==> config.mk <==
export PLATFORM = sky130hd
export DESIGN_NAME = cfg_host
export DESIGN_NICKNAME = d
export VERILOG_FILES = /design/src/cfg_host_pkg.sv /design/src/cfg_clock_gen.sv /design/src/cfg_host.sv
export SDC_FILE = /design/constraint.sdc
export NUM_CORES = 1
export LEC_CHECK = 0
export BUFFER_PORTS_ARGS = -buffer_cell sky130_fd_sc_hd__buf_2
export CAP_MARGIN = 20
export CELL_PAD_IN_SITES_DETAIL_PLACEMENT = 1
export CELL_PAD_IN_SITES_GLOBAL_PLACEMENT = 2
export CORE_MARGIN = 3
export CORE_UTILIZATION = 35
export DETAILED_ROUTE_END_ITERATION = 10
export HOLD_SLACK_MARGIN = 0.08
export PLACE_DENSITY = 0.88
export SLEW_MARGIN = 20
export SYNTH_ARGS = -nofsm -noshare
export SYNTH_HDL_FRONTEND = slang
export SYNTH_SLANG_ARGS = --single-unit
==> constraint.sdc <==
create_clock -name clk -period 4.1 [get_ports clk]
set_input_delay 0 -clock clk [delete_from_list [all_inputs] [get_ports clk]]
set_output_delay 0 -clock clk [all_outputs]
set_load 0.02 [all_outputs]
==> src/cfg_host_pkg.sv <==
// Package with register map, field positions and timing constants of the configuration host.
//
// Notes on behaviour
// - Clocks per 32-bit word: 1 plain, 4 encrypted, 8 when compressed.
// - Host gives ratio clock cycles with every data word.
// - With ratio above one, host stops clock only ratio minus 1 cycles after last word.
// - In user mode all three lines are high; request low starts reconfiguration.
// - After configuration the host keeps driving the configuration clock.
// - Host pauses by holding clock low; data is valid before next rising edge.
// - Host sends whole image; load complete rises only after all data arrives.
// - After load complete rises host gives two more falling clock edges.
// - Host holds the request low at least 2 us.
// - Host waits 2 us after status rises, or 1506 us after request rises.
// - Clock at most 125 MHz for 8, 16 and serial, 100 MHz for 32-bit.
// - Host holds each word ratio minus 1 clock periods after its latching edge.
// - User start-up clock enabled four clock periods after load complete, then 8576 cycles; the host has no user start-up clock.
package cfg_host_pkg;

  localparam int unsigned CLK_MHZ = 100;

  // Register byte offsets.
  localparam logic [7:0] CTRL_OFS   = 8'h00;
  localparam logic [7:0] STATUS_OFS = 8'h04;
  localparam logic [7:0] DATA_OFS   = 8'h08;
  localparam logic [7:0] COUNT_OFS  = 8'h0c;

  // Control register fields.
  localparam int unsigned CTRL_START  = 0;
  localparam int unsigned CTRL_WIDTH0 = 1;
  localparam int unsigned CTRL_WIDTH1 = 2;
  localparam int unsigned CTRL_ENC    = 3;
  localparam int unsigned CTRL_COMP   = 4;
  localparam int unsigned CTRL_MONST  = 5;
  localparam int unsigned CTRL_ABORT  = 6;
  localparam int unsigned CTRL_FINISH = 7;
  localparam int unsigned CTRL_DIV0   = 8;
  localparam logic [31:0] CTRL_RST    = 32'h0000_0022;

  // Status register fields.
  localparam int unsigned ST_BUSY     = 0;
  localparam int unsigned ST_WREADY   = 1;
  localparam int unsigned ST_DONE     = 2;
  localparam int unsigned ST_ERROR    = 3;
  localparam int unsigned ST_PIN_ST   = 4;
  localparam int unsigned ST_PIN_LC   = 5;
  localparam int unsigned ST_STATE0   = 8;

  // Width codes in the control register.
  localparam logic [1:0] W_SERIAL = 2'h0;
  localparam logic [1:0] W_8      = 2'h1;
  localparam logic [1:0] W_16     = 2'h2;
  localparam logic [1:0] W_32     = 2'h3;

  // Clock-to-data ratios.
  localparam logic [3:0] RATIO_PLAIN = 4'h1;
  localparam logic [3:0] RATIO_ENC   = 4'h4;
  localparam logic [3:0] RATIO_COMP  = 4'h8;

  // Timing in the unit printed and derived cycle counts.
  localparam int unsigned T_REQ_LOW_US   = 2;
  localparam int unsigned T_ST2CK_US     = 2;
  localparam int unsigned T_CF2CK_US     = 1506;
  localparam int unsigned REQ_LOW_CYC    = T_REQ_LOW_US * CLK_MHZ;
  localparam int unsigned ST2CK_CYC      = T_ST2CK_US * CLK_MHZ;
  localparam int unsigned CF2CK_CYC      = T_CF2CK_US * CLK_MHZ;
  localparam int unsigned FINAL_FALLS    = 2;
  localparam logic [7:0]  DIV_MIN_32     = 8'h01;

  // Controller states.
  typedef enum logic [2:0] {
    S_IDLE  = 3'b000,
    S_REQ   = 3'b001,
    S_WAIT  = 3'b010,
    S_LOAD  = 3'b011,
    S_TAIL  = 3'b100,
    S_INIT  = 3'b101,
    S_DONE  = 3'b110,
    S_ERR   = 3'b111
  } state_e;

endpackage

==> src/cfg_clock_gen.sv <==
// Divider that makes the configuration clock and marks its rising and falling edges.
`timescale 1ns/100ps
`default_nettype none
module cfg_clock_gen (
  input  wire logic       clk,
  input  wire logic       rstn,
  input  wire logic       run,
  input  wire logic [7:0] half_period,
  output logic            cclk,
  output logic            rise,
  output logic            fall
);

  logic [7:0] cnt_r;
  logic [7:0] cnt_nxt;
  logic       cclk_r;
  logic       wrap;

  // Half-period counter; the clock only rises while running but always falls, so it parks low.
  assign wrap    = (cnt_r >= half_period);
  assign cnt_nxt = wrap ? 8'h00 : cnt_r + 8'h01;
  assign rise    = run && wrap && !cclk_r;
  assign fall    = wrap && cclk_r;
  assign cclk    = cclk_r;

  // The clock finishes its high phase even when stopped, so it never rests high.
  always_ff @(posedge clk) begin
    if (!rstn) begin
      cnt_r  <= 8'h00;
      cclk_r <= 1'b0;
    end else if (run || cclk_r) begin
      cnt_r <= cnt_nxt;
      if (rise || fall) begin
        cclk_r <= !cclk_r;
      end
    end else begin
      cnt_r <= 8'h00;
    end
  end

endmodule
`default_nettype wire

==> src/cfg_host.sv <==
// Configuration host: APB registers on one side, configuration pins of the device on the other.
`timescale 1ns/100ps
`default_nettype none
module cfg_host #(
  parameter int unsigned REQ_LOW_CYC = cfg_host_pkg::REQ_LOW_CYC,
  parameter int unsigned ST2CK_CYC   = cfg_host_pkg::ST2CK_CYC,
  parameter int unsigned CF2CK_CYC   = cfg_host_pkg::CF2CK_CYC
) (
  input  wire logic        clk,
  input  wire logic        rstn,
  input  wire logic        psel,
  input  wire logic        penable,
  input  wire logic        pwrite,
  input  wire logic [7:0]  paddr,
  input  wire logic [31:0] pwdata,
  output logic      [31:0] prdata,
  output logic             pready,
  output logic             pslverr,
  output logic             config_request_n,
  input  wire logic        config_status_n,
  input  wire logic        load_complete,
  output logic             config_clock,
  output logic      [31:0] config_data
);

  // Pin synchronisers.
  logic        st_s1_r;
  logic        st_s2_r;
  logic        lc_s1_r;
  logic        lc_s2_r;

  // Registers and state.
  logic [31:0] ctrl_r;
  logic [31:0] word_r;
  logic        word_full_r;
  logic        pres_r;
  logic [31:0] words_r;
  logic [31:0] wait_r;
  logic [3:0]  beat_r;
  logic [4:0]  shift_r;
  logic        error_r;
  logic        done_r;
  logic        req_n_r;
  logic [31:0] data_r;
  logic [31:0] prdata_r;
  logic        pready_r;
  logic        pslverr_r;
  cfg_host_pkg::state_e state_r;
  cfg_host_pkg::state_e state_nxt;

  // Decoded fields and bus strobes.
  wire [1:0] width   = {ctrl_r[cfg_host_pkg::CTRL_WIDTH1], ctrl_r[cfg_host_pkg::CTRL_WIDTH0]};
  wire       enc     = ctrl_r[cfg_host_pkg::CTRL_ENC];
  wire       comp    = ctrl_r[cfg_host_pkg::CTRL_COMP];
  wire       monst   = ctrl_r[cfg_host_pkg::CTRL_MONST];
  wire       finish  = ctrl_r[cfg_host_pkg::CTRL_FINISH];
  wire [7:0] div_raw = ctrl_r[cfg_host_pkg::CTRL_DIV0 +: 8];
  wire       acc     = psel && penable && !pready_r;
  wire       wr      = acc && pwrite;
  wire       wr_ctrl = wr && (paddr == cfg_host_pkg::CTRL_OFS);
  wire       wr_data = wr && (paddr == cfg_host_pkg::DATA_OFS);
  wire       mapped  = (paddr == cfg_host_pkg::CTRL_OFS) || (paddr == cfg_host_pkg::STATUS_OFS)
                    || (paddr == cfg_host_pkg::DATA_OFS) || (paddr == cfg_host_pkg::COUNT_OFS);
  wire       start   = wr_ctrl && pwdata[cfg_host_pkg::CTRL_START];
  wire       abort   = wr_ctrl && pwdata[cfg_host_pkg::CTRL_ABORT];

  // Ratio of clocks per word and index of the last piece of a loaded word.
  function automatic logic [3:0] ratio_of(input logic e, input logic c);
    ratio_of = c ? cfg_host_pkg::RATIO_COMP : (e ? cfg_host_pkg::RATIO_ENC
                                                  : cfg_host_pkg::RATIO_PLAIN);
  endfunction
  wire [3:0] ratio = ratio_of(enc, comp);
  wire [4:0] beats = (width == cfg_host_pkg::W_SERIAL) ? 5'h1f :
                     (width == cfg_host_pkg::W_8) ? 5'h03 :
                     (width == cfg_host_pkg::W_16) ? 5'h01 : 5'h00;
  // 32-bit loading may not exceed 100 MHz, so the divider never goes below one.
  wire [7:0] div = (width == cfg_host_pkg::W_32 && div_raw < cfg_host_pkg::DIV_MIN_32)
                   ? cfg_host_pkg::DIV_MIN_32 : div_raw;

  // Configuration clock generator.
  logic run, rise, fall, cclk;
  // While loading, the clock only runs once a word stands on the data pins, so no rising edge meets changing data.
  assign run = (state_r == cfg_host_pkg::S_LOAD && pres_r) || state_r == cfg_host_pkg::S_TAIL
               || state_r == cfg_host_pkg::S_INIT;
  cfg_clock_gen u_clk (
    .clk         (clk),
    .rstn        (rstn),
    .run         (run),
    .half_period (div),
    .cclk        (cclk),
    .rise        (rise),
    .fall        (fall)
  );

  wire status_low = !st_s2_r;
  wire lc_high    = lc_s2_r;
  wire wait_done  = (wait_r == 32'h0);
  wire last_beat  = (beat_r + 4'h1 >= ratio);
  wire word_end   = rise && last_beat && shift_r == 5'h00 && state_r == cfg_host_pkg::S_LOAD;
  wire word_first = rise && beat_r == 4'h0 && shift_r == 5'h00;
  // Start of a fresh request, and the falling edge that hands out the next narrow piece.
  wire enter_req  = (state_nxt == cfg_host_pkg::S_REQ) && (state_r != cfg_host_pkg::S_REQ);
  wire piece_next = fall && state_r == cfg_host_pkg::S_LOAD && beat_r == 4'h0
                    && shift_r != 5'h00;

  // Next-state decode.
  always_comb begin
    state_nxt = state_r;
    case (state_r)
      cfg_host_pkg::S_IDLE: if (start) state_nxt = cfg_host_pkg::S_REQ;
      cfg_host_pkg::S_REQ:  if (wait_done) state_nxt = cfg_host_pkg::S_WAIT;
      cfg_host_pkg::S_WAIT: if (wait_done && (!monst || !status_low))
                              state_nxt = cfg_host_pkg::S_LOAD;
      cfg_host_pkg::S_LOAD: if (status_low) state_nxt = cfg_host_pkg::S_ERR;
                            else if (finish && !word_full_r && beat_r == 4'h0
                                     && shift_r == 5'h00)
                              state_nxt = cfg_host_pkg::S_TAIL;
      cfg_host_pkg::S_TAIL: if (status_low) state_nxt = cfg_host_pkg::S_ERR;
                            else if (lc_high) state_nxt = cfg_host_pkg::S_INIT;
      cfg_host_pkg::S_INIT: if (wait_r >= cfg_host_pkg::FINAL_FALLS)
                              state_nxt = cfg_host_pkg::S_DONE;
      cfg_host_pkg::S_DONE: if (start) state_nxt = cfg_host_pkg::S_REQ;
      cfg_host_pkg::S_ERR:  if (start) state_nxt = cfg_host_pkg::S_REQ;
      default:              state_nxt = cfg_host_pkg::S_IDLE;
    endcase
    // An abort never cuts the request pulse short; it is dropped while the pulse runs.
    if (abort && state_r != cfg_host_pkg::S_REQ) state_nxt = cfg_host_pkg::S_IDLE;
  end

  // Two-flop synchronisers on the device's status and load-complete pins.
  always_ff @(posedge clk) begin
    if (!rstn) begin
      st_s1_r <= 1'b1;
      st_s2_r <= 1'b1;
      lc_s1_r <= 1'b0;
      lc_s2_r <= 1'b0;
    end else begin
      st_s1_r <= config_status_n;
      st_s2_r <= st_s1_r;
      lc_s1_r <= load_complete;
      lc_s2_r <= lc_s1_r;
    end
  end

  // State, request pin and wait counter.
  always_ff @(posedge clk) begin
    if (!rstn) begin
      state_r <= cfg_host_pkg::S_IDLE;
      req_n_r <= 1'b1;
      wait_r  <= 32'h0;
    end else begin
      state_r <= state_nxt;
      req_n_r <= (state_nxt != cfg_host_pkg::S_REQ);
      if (state_nxt != state_r) begin
        if (state_nxt == cfg_host_pkg::S_REQ)
          wait_r <= 32'(REQ_LOW_CYC - 1);
        else if (state_nxt == cfg_host_pkg::S_WAIT)
          wait_r <= monst ? 32'(ST2CK_CYC) : 32'(CF2CK_CYC);
        else
          wait_r <= 32'h0;
      end else if (state_r == cfg_host_pkg::S_WAIT && monst && status_low) begin
        wait_r <= 32'(ST2CK_CYC);
      end else if (state_r == cfg_host_pkg::S_INIT) begin
        if (fall) wait_r <= wait_r + 32'h1;
      end else if (!wait_done) begin
        wait_r <= wait_r - 32'h1;
      end
    end
  end

  // Word holding register, beat counter and shift position; data stays put between words.
  always_ff @(posedge clk) begin
    if (!rstn) begin
      word_r      <= 32'h0;
      word_full_r <= 1'b0;
      pres_r      <= 1'b0;
      beat_r      <= 4'h0;
      shift_r     <= 5'h00;
      data_r      <= 32'h0;
      words_r     <= 32'h0;
    end else begin
      if (state_r == cfg_host_pkg::S_REQ) words_r <= 32'h0;
      if (wr_data && !word_full_r) begin
        word_r      <= pwdata;
        word_full_r <= 1'b1;
      end
      // Data goes out while the clock is low, at least a cycle before the edge that latches it.
      if (state_r == cfg_host_pkg::S_LOAD && word_full_r && !pres_r && !cclk) begin
        data_r <= word_r;
        pres_r <= 1'b1;
      end
      // A narrow word moves on at the falling edge after its piece got all its beats.
      if (piece_next) begin
        data_r <= (width == cfg_host_pkg::W_SERIAL) ? {1'b0, data_r[31:1]} :
                  (width == cfg_host_pkg::W_8) ? {8'h00, data_r[31:8]} :
                  {16'h0000, data_r[31:16]};
      end
      if (rise && state_r == cfg_host_pkg::S_LOAD && pres_r) begin
        if (word_first) words_r <= words_r + 32'h1;
        if (last_beat) begin
          beat_r <= 4'h0;
          if (shift_r == beats) begin
            shift_r     <= 5'h00;
            word_full_r <= 1'b0;
            pres_r      <= 1'b0;
          end else begin
            shift_r <= shift_r + 5'h01;
          end
        end else begin
          beat_r <= beat_r + 4'h1;
        end
      end
      // A new request starts from an empty slot, so a cut load leaves nothing behind.
      if (enter_req) begin
        word_full_r <= 1'b0;
        pres_r      <= 1'b0;
        beat_r      <= 4'h0;
        shift_r     <= 5'h00;
      end
    end
  end

  // Control register and sticky result flags; a set beats a clear in the same cycle.
  always_ff @(posedge clk) begin
    if (!rstn) begin
      ctrl_r  <= cfg_host_pkg::CTRL_RST;
      error_r <= 1'b0;
      done_r  <= 1'b0;
    end else begin
      if (wr_ctrl) ctrl_r <= pwdata & ~32'h0000_0041;
      if (state_nxt == cfg_host_pkg::S_ERR && state_r != cfg_host_pkg::S_ERR)
        error_r <= 1'b1;
      else if (start) error_r <= 1'b0;
      if (state_nxt == cfg_host_pkg::S_DONE) done_r <= 1'b1;
      else if (start) done_r <= 1'b0;
    end
  end

  // APB slave: one wait state, unmapped addresses answer with an error.
  always_ff @(posedge clk) begin
    if (!rstn) begin
      pready_r  <= 1'b0;
      pslverr_r <= 1'b0;
      prdata_r  <= 32'h0;
    end else begin
      pready_r  <= acc;
      pslverr_r <= acc && (!mapped || (wr_data && word_full_r));
      if (acc && !pwrite) begin
        case (paddr)
          cfg_host_pkg::CTRL_OFS:   prdata_r <= ctrl_r;
          cfg_host_pkg::STATUS_OFS: prdata_r <= {21'h0, state_r, 2'h0, lc_s2_r, st_s2_r,
                                                 error_r, done_r, !word_full_r,
                                                 state_r != cfg_host_pkg::S_IDLE
                                                 && state_r != cfg_host_pkg::S_DONE
                                                 && state_r != cfg_host_pkg::S_ERR};
          cfg_host_pkg::COUNT_OFS:  prdata_r <= words_r;
          default:                  prdata_r <= 32'h0;
        endcase
      end else begin
        prdata_r <= 32'h0;
      end
    end
  end

  // Outputs straight from flip-flops; the clock is always driven, low when idle.
  assign prdata           = prdata_r;
  assign pready           = pready_r;
  assign pslverr          = pslverr_r;
  assign config_request_n = req_n_r;
  assign config_clock     = cclk;
  assign config_data      = data_r;

endmodule
`default_nettype wire

==> impl_metrics.py, run 1 <==
metrics = {
    "drt": {
        "route.detailed.drc": 0,
        "drtIter0Drc": 629,
        "ant_nets": 0,
        "vias_per_cell": 5.56,
        "first_pass_iters": 7,
        "routedWlPerCell_um": 19.4,
        "num_vias": 11000,
        "wl_um": 38600,
    },
    "synth": {
        "synth.distinct_cells": 77,
        "synthCells": 1419,
        "async_flop_share_pct": 0,
        "syn_area_per_cell_um2": 7.97,
        "synth_edf_count": 0,
        "syn_nets": 1514,
        "synth_seq_area_share_pct": 39.3,
        "synthFlopType": "dfxtp_1",
        "synth-seq-cells": 222,
        "netlist_area_mm2": 0.0113,
        "ys_warn_count": 0,
    },
    "cts": {
        "clock_tree.root_cell": "clkbuf_16",
        "cts_tree": "built",
        "numCtsBuffers": 27,
        "cts.repair.resized": 0,
        "postCtsSetupBuffers": 0,
        "cts_hold_buffers": 50,
        "htree_num_levels": 1,
        "clock_latency_ps": 540,
        "cts.sinks": 222,
        "clk_pin_slew_ps": 60,
        "clk_path_buf_depth": 3,
    },
    "global_route": {
        "grt_usage_pct": 21.9,
        "grt_max_degree": 110,
        "grt_pass1_wl_um": 61400,
        "antenna_found_initial": 1,
        "gr-total-overflow": 0,
        "grt_pass1_vias": 11300,
    },
    "cells_and_area": {
        "final_common_cell": "nand2_1",
        "n_fill_cell": 3837,
        "fin_cells": 1986,
        "fin_nets": 1658,
        "utilization_pct": 43.4,
        "num_antenna_cells": 0,
        "area_growth_syn_to_layout_pct": 21.7,
        "drive_above_1_share_pct": 14.0,
        "layout_common_cells": "nand2_1 (241), dfxtp_1 (221), a21oi_1 (150), nor2_1 (136), buf_2 (114)",
        "final_area_mm2": 0.0138,
    },
    "power_and_ir_drop": {
        "leakage_nw": 5.36,
        "powerDensity_mw_per_mm2": 504,
        "peakVddDrop_uv": 308,
    },
    "floorplan": {
        "core_area_mm2": 0.0317,
        "die_height_um": 186,
        "rows": 65,
        "die_w_um": 186,
        "start_util_pct": 35.7,
        "die-area_mm2": 0.0345,
        "pin_count": 115,
    },
    "placed_design": {
        "dp_worst_setup_slack_ps": 499,
        "dpl.hpwl_um": 27100,
        "place.gp.congestion": 0.822,
        "place_inst": 1885,
        "place_area_mm2": 0.0123,
        "io_buffer_count": 114,
    },
    "timing": {
        "fin_crit_ps": 3640,
        "setup_violations": 0,
        "rsz0062_at_grt": "no",
        "worst_slack_ps": 463,
        "skew_ps": 12.9,
        "fmax_mhz": 275,
        "fin_crit_sh_pct": 88.7,
        "slew-limit-headroom_pct": 31.8,
        "setup-tns-final_ps": 0,
        "slew_viol_final": 0,
        "hold_viol": 0,
        "worst_pin_slew_ps": 1020,
    },
    "critical_path": {
        "r2r_slack_ps": 460,
        "critPathKind": "reg2reg",
        "cp_data_arrival_time_ps": 4090,
        "worst_ep_required_time_ps": 4550,
        "rr_worst_depth": 11,
        "r2r_end": "wait_r[31]$_SDFFE_PN0P_",
        "r2r_start": "state_r[2]$_SDFF_PN0_",
        "worstPathMaxFanout": 34,
        "end_kind": "flop",
        "startpoint_type": "flop",
    },
    "run": {
        "drv_cap": 0,
    },
    "hold_path": {
        "min-delay-start": "load_complete",
        "hold_path_end": "lc_s1_r$_SDFF_PN0_",
        "holdCritPathClass": "in2reg",
        "min_delay_path_depth": 3,
    },
    "outcome": {
        "status": "finished clean",
    },
}
[critical path, cell delays in order (launching register included)]
cell and delay, ps:
dfxtp_1 520, nor2b_1 310, nand2_1 140, buf_12 190, ha_1 390, or4_1 530, a31o_1 240, nor2b_1 160
o21ai_1 270, nand2_1 170, or4_1 420, a31oi_1 170
[synthesized netlist by cell type, types with 5 or more instances]
library cell	n	area, um^2
nor2_1	137	514
xnor2_1	15	131
o21bai_1	5	37.5
o211ai_1	11	82.6
a22oi_1	46	345
o221ai_1	8	70.1
ha_1	47	588
nor3_1	29	145
a31oi_1	15	93.8
o21a_1	12	90.1
nor2b_1	6	37.5
mux2_2	14	158
nor4_1	22	138
o21ai_0	50	250
a211oi_1	8	60.1
and3_1	16	100
clkbuf_1	64	240
a21oi_1	150	751
nand3_1	51	255
a21o_1	17	128
nand2b_1	12	75.1
or3_1	13	81.3
mux2i_1	27	270
dfxtp_1	222	4440
nand3b_1	5	37.5
nand2_1	241	905
nand4_1	15	93.8
and2_1	15	93.8
xor2_1	23	201
inv_1	35	131
or4_1	5	37.5
buf_2	6	30.0
[metrics by stage]
stage | power (mW) | hold slack (ps)
after floorplan | 3.87 | 73.0
after global placement | 4.30 | 229
after detailed placement | 4.34 | 238
after CTS | 6.98 | 219
after global routing | 7.33 | 258
final | 6.94 | 242
[layout make-up]
type	instances	area (um^2)	area share (%)
flip-flops and latches	222	4450	32.3
well taps	402	503	3.65
repair buffers	191	1300	9.43
clock inverters	12	191	1.39
multi-input cells	1085	6440	46.8
clock buffers	38	757	5.50
inverters	36	136	0.990
[how the worst max path moves through the flow]
stage | slack [ps] | endpoint | cells past startpoint | start
2_1_floorplan | 460 | wait_r[31]$_SDFFE_PN0P_ | 11 | state_r[0]$_SDFF_PN0_
6_report | 460 | wait_r[31]$_SDFFE_PN0P_ | 11 | state_r[2]$_SDFF_PN0_
4_1_cts | 490 | wait_r[31]$_SDFFE_PN0P_ | 11 | state_r[2]$_SDFF_PN0_
3_5_place_dp | 500 | wait_r[31]$_SDFFE_PN0P_ | 11 | state_r[2]$_SDFF_PN0_
5_1_grt | 250 | wait_r[30]$_SDFFE_PN0P_ | 13 | state_r[1]$_SDFF_PN0_
3_3_place_gp | 650 | wait_r[31]$_SDFFE_PN0P_ | 11 | state_r[2]$_SDFF_PN0_
[state kept, by name, indices dropped and copies added, names as in the netlist, 3 cells and up]
name / cells
u_clk.cnt_r: 8
shift_r: 5
words_r: 32
prdata: 32
beat_r: 4
state_r: 3
wait_r: 32
word_r: 32
ctrl_r: 30
config_data: 32
[logic make-up (layout without fill, tap and decap cells)]
group	Yosys count	in the layout	synth area share (%)
simple gates	599	599	24.9
compound gates	358	358	19.7
flops	222	222	39.3
buf+inv	112	277	3.88
fa+ha+maj	48	48	5.37
mux	42	42	3.88
xor+xnor	38	38	2.94
[power by group]
group | switching (mW) | internal, mW | leakage [nW]
logic | 1.13 | 0.864 | 3.10
registers | 0.0909 | 2.29 | 1.80
clock network | 0.971 | 1.60 | 0.465
[per-layer routing]
metal	routed length, um	global-route usage (%)	up-vias
met5	0	0	-
met4	772	4.83	0
met3	1480	2.76	58
met2	18200	37.3	205
met1	18200	29.9	5445
li1	-	-	5340
(Power assumes the default switching activity.)
==> run 2: changes to the inputs <==
Settings changed: CTS_CLUSTER_DIAMETER from default to 120, REMOVE_ABC_BUFFERS from default to 1.
==> run 2 against run 1 <==
Net effect: clock skew increased by 34 ps; register-to-register slack got worse by 100 ps; non-clock buffer count rose by 5; critical path depth is 1 higher; sequential share of layout area rose by 0.088 points; via count increased by 1.1%; first-iteration DRC count is 10% lower; setup slack worse by 100 ps; utilization fell by 0.12 points; clock power shrank 6%; power decreased by 2.0%; critical endpoint is now wait_r[27]$_SDFFE_PN0P_; largest cell class unchanged.
==> impl_metrics.py, run 2 (synthesized netlist as in run 1, its figures left out) <==
metrics = {
    "global_route": {
        "gr-total-overflow": 0,
        "antenna_found_initial": 1,
        "grt_usage_pct": 22.1,
        "grt_pass1_wl_um": 61400,
        "grt_max_degree": 50,
        "grt_pass1_vias": 11100,
    },
    "cts": {
        "cts_tree": "built",
        "htree_num_levels": 1,
        "clock_tree.root_cell": "clkbuf_16",
        "cts.repair.resized": 0,
        "clock_latency_ps": 570,
        "numCtsBuffers": 27,
        "clk_path_buf_depth": 3,
        "postCtsSetupBuffers": 0,
        "cts.sinks": 222,
        "clk_pin_slew_ps": 60,
    },
    "timing": {
        "fin_crit_sh_pct": 91.2,
        "fin_crit_ps": 3740,
        "slew-limit-headroom_pct": 38.3,
        "slew_viol_final": 0,
        "worst_slack_ps": 362,
        "rsz0062_at_grt": "no",
        "worst_pin_slew_ps": 921,
        "skew_ps": 46.7,
        "hold-worst-slack_ps": 193,
        "fmax_mhz": 268,
        "setup_violations": 0,
        "hold_viol": 0,
    },
    "power_and_ir_drop": {
        "peakVddDrop_uv": 321,
        "combPwrFrac_pct": 29.5,
        "p_int_mw": 4.56,
        "powerDensity_mw_per_mm2": 495,
        "power_mw": 6.80,
        "p_sw_share_pct": 33.0,
        "p_sw_mw": 2.24,
        "p_clk_share_pct": 35.5,
        "seq_power_share_pct": 35.0,
        "leakage_nw": 5.34,
    },
    "critical_path": {
        "critPathKind": "reg2reg",
        "crit_family": "compound AO/OA/AOI/OAI gates",
        "cp_slowest_cell": "o41ai_1",
        "crit_path_max_incr_delay_ps": 690,
        "cp_data_arrival_time_ps": 4140,
        "rr_worst_depth": 12,
        "crit_chain": "nor2b_1, nand2_1, buf_4, ha_1, o21ai_0, o211ai_1, nand2_1, o41ai_1, o21ai_1, a31oi_1, xnor2_1, nor2_1",
        "end_kind": "flop",
        "r2r_slack_ps": 360,
        "cp-startpoint": "state_r[2]$_SDFF_PN0_",
        "r2r_end": "wait_r[27]$_SDFFE_PN0P_",
        "startpoint_type": "flop",
        "r2r_start": "state_r[2]$_SDFF_PN0_",
        "cp_num_buf_inv": 1,
        "worst_ep_required_time_ps": 4500,
        "worstPathMaxFanout": 20,
        "path_common_cell": "nand2_1",
    },
    "drt": {
        "first_pass_iters": 5,
        "num_vias": 11200,
        "wl_um": 39200,
        "route.detailed.drc": 0,
        "vias_per_cell": 5.61,
        "ant_nets": 0,
        "routedWlPerCell_um": 19.7,
        "drtIter0Drc": 564,
    },
    "placed_design": {
        "io_buffer_count": 114,
        "dp_worst_setup_slack_ps": 462,
        "dpl.hpwl_um": 27700,
        "place.gp.congestion": 0.857,
        "place_area_mm2": 0.0123,
    },
    "floorplan": {
        "die_w_um": 186,
        "pin_count": 115,
        "start_util_pct": 35.7,
        "die-area_mm2": 0.0345,
        "core_area_mm2": 0.0317,
        "die_height_um": 186,
        "rows": 65,
    },
    "cells_and_area": {
        "n_fill_cell": 3874,
        "fin_nets": 1663,
        "final_area_mm2": 0.0137,
        "layout_common_cells": "nand2_1 (241), dfxtp_1 (221), a21oi_1 (150), nor2_1 (136), buf_2 (114)",
        "utilization_pct": 43.3,
        "area_growth_syn_to_layout_pct": 21.4,
        "drive_above_1_share_pct": 14.1,
        "final_common_cell": "nand2_1",
    },
    "hold_path": {
        "holdCritPathClass": "in2reg",
        "min_delay_path_depth": 3,
        "min-delay-start": "load_complete",
        "hold_path_end": "lc_s1_r$_SDFF_PN0_",
    },
    "run": {
        "drv_cap": 0,
    },
    "outcome": {
        "status": "finished clean",
    },
}
## run 2: changes by cell type in the layout (fill, tap and decap cells not counted), sizes merged
cell	before	now
buf	140	144
bufinv	5	1
clkbuf	39	40
clkinv	6	3
clkinvlp	1	0
diode	0	1
dlygate4sd3	50	52
inv	36	39
## run 2: worst max path at each step
stage,to,depth (start not counted)
floorplan,config_data[0]$_SDFFE_PN0P_,5
global placement,wait_r[27]$_SDFFE_PN0P_,13
detailed placement,wait_r[27]$_SDFFE_PN0P_,12
CTS,wait_r[27]$_SDFFE_PN0P_,12
global route,wait_r[30]$_SDFFE_PN0P_,13
finish,wait_r[27]$_SDFFE_PN0P_,12
## run 2: cell type report
cell class              instances  area, um^2  share of cell area (%)
well taps                     402         503                    3.66
multi-input cells            1085        6440                    46.9
flip-flops and latches        222        4450                    32.4
clock inverters                 7        85.1                   0.620
repair buffers                196        1320                    9.58
inverters                      36         138                    1.00
diodes                          1        2.50                  0.0182
clock buffers                  40         805                    5.86
## run 2: layer usage
layer  vias up  routed length (um)  global-route usage [%]
met5         -                   0                       0
met1      5517               18500                    31.3
met4         0                1080                    5.93
met2       234               18000                    35.9
met3        69                1660                    2.31
li1       5348                   -                       -
## run 2: stage by stage
stage | setup TNS, ps | instances
after global placement | 0 | 1889
final | 0 | 1989
after global routing | 0 | 1989
after CTS | 0 | 1988
after detailed placement | 0 | 1889
after floorplan | -4720 | 1343
## run 2: power by group through the flow
stage	combinational (mW)	clock, mW	sequential, mW
floorplan	1.48	0	2.38
global placement	1.88	0	2.42
detailed placement	1.94	0	2.42
CTS	1.99	2.46	2.38
global route	2.24	2.56	2.39
finish	2.01	2.42	2.38
## run 2: worst register-to-register path, cell delays in order, from the launching register on
cell,delay [ps]
dfxtp_1,510
nor2b_1,300
nand2_1,80
buf_4,230
ha_1,390
o21ai_0,180
o211ai_1,280
nand2_1,190
o41ai_1,690
o21ai_1,270
a31oi_1,270
xnor2_1,150
nor2_1,60
## run 2: what timing repair did
action                                  CTS  global route
hold buffers                             52             0
endpoints found under the setup margin    0             0
endpoints found under the hold margin    93             0
==> run 3: changes to the inputs <==
Settings changed: BUFFER_PORTS_ARGS -buffer_cell sky130_fd_sc_hd__buf_2 to default, CORE_ASPECT_RATIO from default to 1.1, DONT_BUFFER_PORTS from default to 1, PLACE_DENSITY 0.88 to 0.83.
==> run 3 against run 2 <==
Net effect: utilization decreased by 1.0 points; register-to-register slack about the same; first-iteration DRC count increased by 30%; flip-flop and latch count unchanged; setup slack improved by 7.2 ps; clock skew decreased by 19 ps; critical path depth decreased by 2; highest routed layer is now met5; die area about the same.
==> impl_metrics.py, run 3 (synthesized netlist as in run 1, its figures left out) <==
metrics = {
    "outcome": {
        "status": "finished clean",
    },
    "global_route": {
        "grt_usage_pct": 22.1,
        "use_met1_pct": 31.6,
        "grt_pass1_vias": 11100,
        "grt_pass1_wl_um": 62300,
        "gr-total-overflow": 0,
        "grt_max_degree": 95,
        "use_met2_pct": 35.5,
        "grt_most_used_layer": "met2",
        "grt_util_met3_pct": 3.03,
        "antenna_found_initial": 1,
    },
    "placed_design": {
        "place.gp.congestion": 0.825,
        "io_buffer_count": 0,
        "dpl.hpwl_um": 26600,
        "place_inst": 1789,
    },
    "timing": {
        "slew_viol_final": 0,
        "skew_ps": 27.3,
        "rsz0062_at_grt": "no",
        "hold_viol": 0,
        "setup_violations": 0,
        "fmax_mhz": 268,
        "fin_crit_sh_pct": 91.0,
        "worst_pin_slew_ps": 1030,
        "fin_crit_ps": 3730,
        "slew-limit-headroom_pct": 31.6,
    },
    "cts": {
        "htree_num_levels": 1,
        "numCtsBuffers": 26,
        "clk_path_buf_depth": 3,
        "clock_tree.root_cell": "clkbuf_16",
        "clk_pin_slew_ps": 60,
        "cts.sinks": 222,
        "clock_latency_ps": 550,
        "cts_tree": "built",
    },
    "hold_path": {
        "holdCritPathClass": "in2reg",
        "min_delay_path_depth": 3,
    },
    "cells_and_area": {
        "n_fill_cell": 3815,
        "area_growth_syn_to_layout_pct": 18.2,
        "num_antenna_cells": 0,
        "fin_nets": 1564,
        "drive_above_1_share_pct": 7.26,
        "final_common_cell": "nand2_1",
        "layout_common_cells": "nand2_1 (241), dfxtp_1 (221), a21oi_1 (150), nor2_1 (136), dlygate4sd3_1 (70)",
        "fin_cells": 1907,
    },
    "floorplan": {
        "pin_count": 115,
        "die_height_um": 195,
        "start_util_pct": 35.7,
        "die_w_um": 177,
        "die-area_mm2": 0.0345,
        "core_area_mm2": 0.0317,
        "rows": 68,
    },
    "critical_path": {
        "end_kind": "flop",
        "critPathKind": "reg2reg",
        "rr_worst_depth": 10,
        "crit_chain": "nand4b_1, nor4_4, dlygate4sd3_1, nand2_1, nor2_2, buf_4, nand2_1, dlygate4sd3_1, a21oi_1, dlygate4sd3_1",
        "startpoint_type": "flop",
        "crit_path_max_incr_delay_ps": 650,
        "worstPathMaxFanout": 32,
        "cp_data_arrival_time_ps": 4220,
        "worst_ep_required_time_ps": 4590,
        "path_common_cell": "dlygate4sd3_1",
        "cp_slowest_cell": "dlygate4sd3_1",
    },
    "drt": {
        "num_vias": 10800,
        "route.detailed.drc": 0,
        "ant_nets": 0,
        "vias_per_cell": 5.68,
        "first_pass_iters": 5,
        "drtIter0Drc": 736,
        "wl_um": 38900,
        "routedWlPerCell_um": 20.4,
    },
    "power_and_ir_drop": {
        "powerDensity_mw_per_mm2": 504,
        "leakage_nw": 4.86,
        "peakVddDrop_uv": 305,
        "power_mw": 6.74,
    },
    "run": {
        "drv_cap": 0,
    },
}
[run 3: cell count changes in the layout (fill, tap and decap cells not counted), moves of 2 or more]
cell	delta
clkinv_2	+2
buf_4	-4
clkbuf_8	-3
buf_2	-114
bufinv_16	+2
dlygate4sd3_1	+18
[run 3: layout make-up]
cell class / count / area [um^2] / area share, %
Tap cell: 420 / 526 / 3.93
Timing Repair Buffer: 98 / 943 / 7.05
Clock inverter: 10 / 139 / 1.04
Clock buffer: 36 / 738 / 5.52
Multi-Input combinational cell: 1085 / 6440 / 48.2
Sequential cell: 222 / 4450 / 33.2
Inverter: 36 / 138 / 1.03
[run 3: where the power goes]
part	internal [mW]	total, mW	leakage (nW)	switching, mW
clock	1.44	2.40	0.431	0.961
sequential	2.29	2.38	1.80	0.0903
combinational	0.839	1.96	2.63	1.12
[run 3: timing repair]
item | in CTS | in global routing
buffers inserted | 0 | 0
hold buffers | 71 | 0
hold endpoints to repair | 168 | 0
gates resized for setup | 0 | 0
[run 3: stage by stage]
| step | util (%) | TNS (ps) | instance area, um^2 | hold slack (ps) | setup WS [ps] |
|---|---|---|---|---|---|
| after floorplan | - | -4720 | 11000 | 61.9 | -295 |
| final | 42.3 | 0 | 13400 | 123 | 370 |
| after CTS | 42.2 | 0 | 13300 | 87.4 | 454 |
| after global routing | 42.3 | 0 | 13400 | 127 | 114 |
| after detailed placement | 37.1 | 0 | 11700 | 97.2 | 447 |
| after global placement | 37.1 | 0 | 11700 | 88.2 | 609 |
[run 3: metal layers]
metal	wire length, um	share of wire (%)	vias to the layer above
met4	753	1.9	2
li1	-	-	5158
met3	1670	4.3	53
met2	17900	46	212
met5	13	0.033	-
met1	18500	48	5406
[run 3: path summary, 6_finish.rpt]
check,from,end,slack [ps]
hold reg to reg,st_s1_r$_SDFF_PN1_,st_s2_r$_SDFF_PN1_,420
hold / removal,pwdata[6],state_r[0]$_SDFF_PN0_,120
setup reg to reg,pready$_SDFF_PN0_,word_r[16]$_SDFFE_PN0P_,370
setup / recovery,pready$_SDFF_PN0_,word_r[16]$_SDFFE_PN0P_,370
[run 3: critical path: cells and delay by family (launching register included)]
family / cells / cell delay (ps)
buf+inv: 4 / 2160
flops: 1 / 380
simple gates: 5 / 960
compound gates: 1 / 160
